===== src/verilog/wdr_pkg.sv =====
package wdr_pkg;

    // ----------------------------------------------------------------
    // Register map
    // ----------------------------------------------------------------
    localparam logic [7:0] CTRL_ADDR      = 8'he1;  // Control register in special register space
    localparam int         ENABLE_POS     = 7;
    localparam int         RESTART_POS    = 6;
    localparam int         PERIOD_MSB     = 2;
    localparam int         PERIOD_LSB     = 0;
    localparam logic       ENABLE_RESET   = 1'b0;
    localparam logic [2:0] PERIOD_RESET   = 3'h0;
    localparam logic [7:0] SFR_RDATA_IDLE = 8'h00;

    // ----------------------------------------------------------------
    // Counting chain
    // ----------------------------------------------------------------
    localparam int         CRYSTAL_HZ     = 24_000_000; // Nominal crystal, for reference
    localparam int         PRESCALE_DIV   = 10000;      // Crystal edges per prescaler output
    localparam int         UNIT_TICKS     = 256;        // Prescaler outputs per base unit
    localparam logic [3:0] ZERO_SEL_UNITS = 4'h8;       // Period code zero means eight units
    localparam logic [3:0] UNIT_COUNT_RST = 4'h0;

    // ----------------------------------------------------------------
    // Run state
    // ----------------------------------------------------------------
    typedef enum logic [1:0] {
        ST_IDLE = 2'b01,
        ST_RUN  = 2'b10
    } wdr_state_type;

endpackage : wdr_pkg


===== src/verilog/wdr_watchdog.sv =====
// Notes on behaviour
// - Enabled watchdog whose counter overflows requests a whole-chip reset.
// - Single read/write control register at special register address e1.
// - Bit 7 set enables the watchdog; cleared disables it.
// - Writing 1 to bit 6 clears overflow counter and prescaler.
// - Bits 2 to 0 select the overflow interval.
// - Counting runs from crystal clock edges, not the core clock.
// - Period code 000 gives eight base units.
// - Period codes 001 to 111 give that many base units.
module wdr_watchdog #(
    parameter int PRESCALE_DIV = wdr_pkg::PRESCALE_DIV,
    parameter int UNIT_TICKS   = wdr_pkg::UNIT_TICKS
) (
    // Clock and reset
    input  wire logic       clk,
    input  wire logic       rst,
    // Special register port
    input  wire logic [7:0] sfr_addr,
    input  wire logic       sfr_wr,
    input  wire logic [7:0] sfr_wdata,
    input  wire logic       sfr_rd,
    output logic      [7:0] sfr_rdata,
    // Crystal pin
    input  wire logic       crystal_clock_in,
    // Reset request to the chip reset logic
    output logic            chip_reset_req
);

    // ----------------------------------------------------------------
    // Register decode
    // ----------------------------------------------------------------
    logic                    watchdog_enable_bit;
    logic [2:0]              period_sel;
    logic [3:0]              unit_count;
    wdr_pkg::wdr_state_type  state;
    wdr_pkg::wdr_state_type  next_state;
    logic                    unit_tick;

    wire       ctrl_hit   = (sfr_addr == wdr_pkg::CTRL_ADDR);
    wire       ctrl_write = sfr_wr && ctrl_hit;
    wire       ctrl_read  = sfr_rd && ctrl_hit;
    wire       watchdog_restart_bit = ctrl_write && sfr_wdata[wdr_pkg::RESTART_POS];
    wire       period_sel_bit2 = period_sel[2];
    wire       period_sel_bit1 = period_sel[1];
    wire       period_sel_bit0 = period_sel[0];

    // Restart bit is a strobe, never stored, so it reads back as zero
    wire [7:0] watchdog_control_reg = {watchdog_enable_bit, 1'b0, 3'h0,
                                       period_sel_bit2, period_sel_bit1, period_sel_bit0};

    // ----------------------------------------------------------------
    // Interval selection
    // ----------------------------------------------------------------
    // Code zero is the longest interval so a cleared field is never shortest
    wire [3:0] units_needed = (period_sel == 3'h0) ? wdr_pkg::ZERO_SEL_UNITS
                                                   : {1'b0, period_sel};
    wire       running      = (state == wdr_pkg::ST_RUN);
    wire       last_unit    = (unit_count == units_needed - 4'h1);
    wire       overflow     = running && unit_tick && last_unit;

    // ----------------------------------------------------------------
    // Control register writes
    // ----------------------------------------------------------------
    always_ff @(posedge clk or posedge rst) begin
        if (rst) begin
            watchdog_enable_bit <= wdr_pkg::ENABLE_RESET;
            period_sel          <= wdr_pkg::PERIOD_RESET;
        end else if (ctrl_write) begin
            watchdog_enable_bit <= sfr_wdata[wdr_pkg::ENABLE_POS];
            period_sel          <= sfr_wdata[wdr_pkg::PERIOD_MSB:wdr_pkg::PERIOD_LSB];
        end
    end

    // Registered read data, one cycle after the read strobe
    always_ff @(posedge clk or posedge rst) begin
        if (rst) begin
            sfr_rdata <= wdr_pkg::SFR_RDATA_IDLE;
        end else if (ctrl_read) begin
            sfr_rdata <= watchdog_control_reg;
        end
    end

    // ----------------------------------------------------------------
    // Run state follows the enable bit
    // ----------------------------------------------------------------
    assign next_state = watchdog_enable_bit ? wdr_pkg::ST_RUN : wdr_pkg::ST_IDLE;

    always_ff @(posedge clk or posedge rst) begin
        if (rst) begin
            state <= wdr_pkg::ST_IDLE;
        end else begin
            state <= next_state;
        end
    end

    // ----------------------------------------------------------------
    // Prescaler and base-unit chain
    // ----------------------------------------------------------------
    wdr_prescaler #(
        .PRESCALE_DIV (PRESCALE_DIV),
        .UNIT_TICKS   (UNIT_TICKS)
    ) u_prescaler (
        .clk              (clk),
        .rst              (rst),
        .crystal_clock_in (crystal_clock_in),
        .run              (running),
        .clear            (watchdog_restart_bit),
        .unit_tick        (unit_tick)
    );

    // ----------------------------------------------------------------
    // Programmable overflow counter
    // ----------------------------------------------------------------
    // Disabled watchdog holds zero, so enabling starts a full interval
    always_ff @(posedge clk or posedge rst) begin
        if (rst) begin
            unit_count <= wdr_pkg::UNIT_COUNT_RST;
        end else if (watchdog_restart_bit || !running) begin
            unit_count <= wdr_pkg::UNIT_COUNT_RST;
        end else if (unit_tick) begin
            unit_count <= last_unit ? wdr_pkg::UNIT_COUNT_RST : unit_count + 4'h1;
        end
    end

    // One-cycle reset request; restart in the overflow cycle still saves it
    always_ff @(posedge clk or posedge rst) begin
        if (rst) begin
            chip_reset_req <= 1'b0;
        end else begin
            chip_reset_req <= overflow && !watchdog_restart_bit;
        end
    end
endmodule : wdr_watchdog


===== src/verilog/wdr_prescaler.sv =====
module wdr_prescaler #(
    parameter int PRESCALE_DIV = wdr_pkg::PRESCALE_DIV,
    parameter int UNIT_TICKS   = wdr_pkg::UNIT_TICKS
) (
    // Clock and reset
    input  wire logic clk,
    input  wire logic rst,
    // Crystal pin
    input  wire logic crystal_clock_in,
    // Control
    input  wire logic run,
    input  wire logic clear,
    // One pulse per base unit
    output logic      unit_tick
);

    localparam int PW = $clog2(PRESCALE_DIV);
    localparam int UW = $clog2(UNIT_TICKS);

    logic          xtal_meta;
    logic          xtal_sync;
    logic          xtal_prev;
    logic [PW-1:0] presc_count;
    logic [UW-1:0] unit_sub;

    wire           xtal_edge = xtal_sync & ~xtal_prev;
    wire           presc_wrap = xtal_edge && (presc_count == PW'(PRESCALE_DIV - 1));
    wire           unit_wrap  = presc_wrap && (unit_sub == UW'(UNIT_TICKS - 1));
    wire           hold_zero  = clear || !run;

    // ----------------------------------------------------------------
    // Crystal synchroniser; only the second stage feeds the edge detect
    // ----------------------------------------------------------------
    always_ff @(posedge clk or posedge rst) begin
        if (rst) begin
            xtal_meta <= 1'b0;
            xtal_sync <= 1'b0;
            xtal_prev <= 1'b0;
        end else begin
            xtal_meta <= crystal_clock_in;
            xtal_sync <= xtal_meta;
            xtal_prev <= xtal_sync;
        end
    end

    // Divide crystal edges, then count prescaler outputs into a unit
    always_ff @(posedge clk or posedge rst) begin
        if (rst) begin
            presc_count <= '0;
            unit_sub    <= '0;
        end else if (hold_zero) begin
            presc_count <= '0;
            unit_sub    <= '0;
        end else if (xtal_edge) begin
            presc_count <= presc_wrap ? '0 : presc_count + PW'(1);
            if (presc_wrap) begin
                unit_sub <= unit_wrap ? '0 : unit_sub + UW'(1);
            end
        end
    end

    // Restart wins over a unit boundary landing in the same cycle
    assign unit_tick = unit_wrap && !hold_zero;
endmodule : wdr_prescaler


===== config.mk =====
export PLATFORM = sky130hd
export DESIGN_NAME = wdr_watchdog
export DESIGN_NICKNAME = d
export VERILOG_FILES = /design/src/verilog/wdr_pkg.sv /design/src/verilog/wdr_watchdog.sv /design/src/verilog/wdr_prescaler.sv
export SDC_FILE = /design/constraint.sdc
export NUM_CORES = 1
export LEC_CHECK = 0
export BUFFER_PORTS_ARGS = -buffer_cell sky130_fd_sc_hd__buf_2
export CORE_ASPECT_RATIO = 0.7
export CORE_MARGIN = 2
export CORE_UTILIZATION = 32
export DETAILED_ROUTE_END_ITERATION = 6
export SYNTH_ARGS = -nofsm -noshare
export SYNTH_HDL_FRONTEND = slang
export SYNTH_SLANG_ARGS = --single-unit

===== constraint.sdc =====
create_clock -name clk -period 2.4 [get_ports clk]
set_clock_uncertainty 0.05 [all_clocks]
set_input_delay 0.12 -clock clk [delete_from_list [all_inputs] [get_ports clk]]
set_output_delay 0.12 -clock clk [all_outputs]
set_load 0.05 [all_outputs]

==> flow_summary.ini <==
[worst_setup_path]
worstSetupStartpointType = register
r2r_start = u_prescaler.presc_count[7]
cp-end-kind = register
setup.worst_path.class = reg2reg
reg2reg_depth = 5
crit_end = u_prescaler.unit_sub[0]
rrSetupSlack_ns = 0.08
critPathMaxFanout = 9
rr_endpoint = u_prescaler.unit_sub[0]
crit_required_ns = 2.58
cp-startpoint = u_prescaler.presc_count[7]
arrival_ns = 2.50

[sta]
maxSlewViolCount = 0
tightest_slew_ns = 0.512
layout_setup_ws_ns = 0.0772
hold_viol_final = 0
min_period_ns = 2.32
grt_setup_unrepaired = false
relSlewSlack = 0.658
post-route-period-util = 0.968
max_freq_mhz = 431
setup_viol = 0

[route]
vias = 1660
first_pass_iters = 4
via_per_inst = 5.11
wl_um = 4320
ant_nets = 0
post-route-drc-count = 0
wl_per_cell_um = 13.3
drtIter0Drc = 110

[grt]
antenna_found_initial = 0
grt_max_degree = 41
overflow = 0
grt_usage = 0.130
grt_pass1_wl_um = 7220
first_global_vias = 1534

[layout]
final_design_area_no_fill_um2 = 2490
fillers = 629
final_layout_size_suffix_gt1_frac = 0.247
finalNetCount = 271
antenna_cells = 0
syn2layout_area_growth_pct = 22.5
multi_input_area_um2 = 978
seq_area_um2 = 1000

[synthesis]
synth_top_area_share = 0.481
synth_edf_count = 0
syn_avg_cell_area_um2 = 10.1
ys_async_sr_fraction = 1.00
synth_common_cells = dfrtp_1 (39), nand2_1 (19), a21oi_1 (18)
synthCells = 202
synthTopCellsByArea = dfrtp_1 (48%), a21oi_1 (4.4%), nand2_1 (3.5%)
synthesis.area_um2 = 2030
yosys_most_used_dff = dfrtp_1
ys_types = 44
synth_seq_cells = 40
ys_seq_area_frac = 0.494
yosysMostFrequentCell = dfrtp_1
synth_top_area_cell = dfrtp_1
synth_warnings = 0

[power_and_ir_drop]
swShare = 0.237
p_clk_frac = 0.386
pwr-share-comb = 0.055
p_int_uw = 937
cellLeakagePower_uw = 0.00105
power_per_cell_area_nw_per_um2 = 494
p_seq_frac = 0.559
power.switching_uw = 291
peakVddDrop_v = 0.000244

[outcome]
outcome = finished, final reports clean

[floorplanning]
rows = 24
io_pins = 30
die-area_um2 = 7010
core-area_um2 = 6190
start_util = 0.328
die-width_um = 99.2
die_y_um = 70.7

[hold_path]
hold_class = in2reg
min-delay-start = sfr_wdata[1]

[placement]
place_area_um2 = 2340
gp_congestion = 0.802
portBuffers = 22
dp.final_hpwl_um = 3120
dp_slack_ns = -0.0362

[clock_tree]
cts_buffers = 5
h-tree-depth = 2
clock-sinks = 40
cts-root-buf = clkbuf_8
cts_buffer_depth = 2
clk_latency_ns = 0.30
cts_tree = yes
path_clk_slew_ns = 0.08
post_cts_buffers = 0

[run]
drv_cap = 0
## power groups by stage
stage	sequential, µW	clock (µW)	combinational [µW]
floorplan	699	0	46.1
global placement	699	0	63.2
detailed placement	700	0	63.8
CTS	686	486	69.2
global route	687	518	74.6
finish	686	474	67.7
## sequential cells by signal, indices dropped and copies added, names as in the netlist
name	flops
period_sel	3
chip_reset_req	1
u_prescaler.unit_sub	8
sfr_rdata	4
u_prescaler.xtal_meta	1
state	2
u_prescaler.xtal_prev	1
watchdog_enable_bit	1
u_prescaler.presc_count	14
u_prescaler.xtal_sync	1
unit_count	4
## metrics by stage
step / hold WS, ns / utilization / instances / total power (µW) / setup TNS [ns]
CTS: 0.00455 / 0.400 / 325 / 1240 / 0
global placement: 0.180 / 0.378 / 313 / 762 / -0.00935
global route: 0.0169 / 0.402 / 325 / 1280 / 0
detailed placement: 0.180 / 0.378 / 313 / 763 / -0.0483
finish: 0.00923 / 0.402 / 325 / 1230 / 0
floorplan: 0.101 / - / 205 / 745 / 0
## cells by family (layout without fill, tap and decap cells)
kind of cell,after synthesis,in the layout,synth area share
multiplexers,5,5,0.0277
XOR/XNOR,11,11,0.0542
adder cells (fa/ha/maj),4,4,0.0246
buffers and inverters,16,58,0.0376
flip-flops,40,40,0.494
AND/OR/NAND/NOR,85,85,0.243
other,1,4,0.00185
AO/OA/AOI/OAI,40,40,0.118
## metal layers
metal	routed length, µm	vias up	global-route usage	part of all wire
li1	-	822	-	-
met1	2350	788	0.194	0.54
met2	1650	42	0.178	0.38
met3	249	8	0.0395	0.058
met4	68	0	0.0472	0.016
met5	0	-	0	0
## worst min-delay path by stage
stage | to | slack [ns] | depth (start not counted)
5_1_grt | period_sel[1] | 0.02 | 2
6_report | period_sel[1] | 0.009 | 2
4_1_cts | period_sel[1] | 0.005 | 2
3_3_place_gp | u_prescaler.xtal_meta | 0.18 | 1
3_5_place_dp | u_prescaler.xtal_meta | 0.18 | 1
2_1_floorplan | u_prescaler.xtal_meta | 0.10 | 0
## what timing repair did
item / in CTS / in global routing
hold buffers: 4 / 0
pin swaps: 0 / 1
gates resized for setup: 1 / 3
hold endpoints to repair: 42 / 0
setup endpoints to repair: 4 / 2
## critical path: stages, from the launching register on
cell	delay, ns
dfrtp_1	0.39
or4b_4	0.54
or4_4	0.60
buf_4	0.19
or3_1	0.36
a21oi_2	0.14
## cell usage in the layout, fill, tap and decap left out, types with 3 or more instances in the layout
cell type      count
ha_1               4
nor4_1             3
conb_1             4
o31ai_1            4
and3_1             3
or4_1              3
mux2_2             5
xnor2_1            3
nand2_1           19
nor2_1            10
inv_1              7
nand3_1           10
nand2b_1           3
xor2_1             7
nand4_1            8
o21ai_0            9
and4_1             3
buf_2             22
dfrtp_1           39
clkbuf_8           6
nand4b_1           3
dlygate4sd3_1      4
or3_1              5
buf_4             16
a21oi_1           17
## area by class of cell
cell class                      count  area share
Clock buffer                        6      0.0332
Clock inverter                      2     0.00402
Inverter                            7      0.0106
Multi-Input combinational cell    149       0.393
Sequential cell                    40       0.403
Tap cell                           78      0.0392
Timing Repair Buffer               43       0.117
No activity file was read; power rests on OpenSTA's default activity.
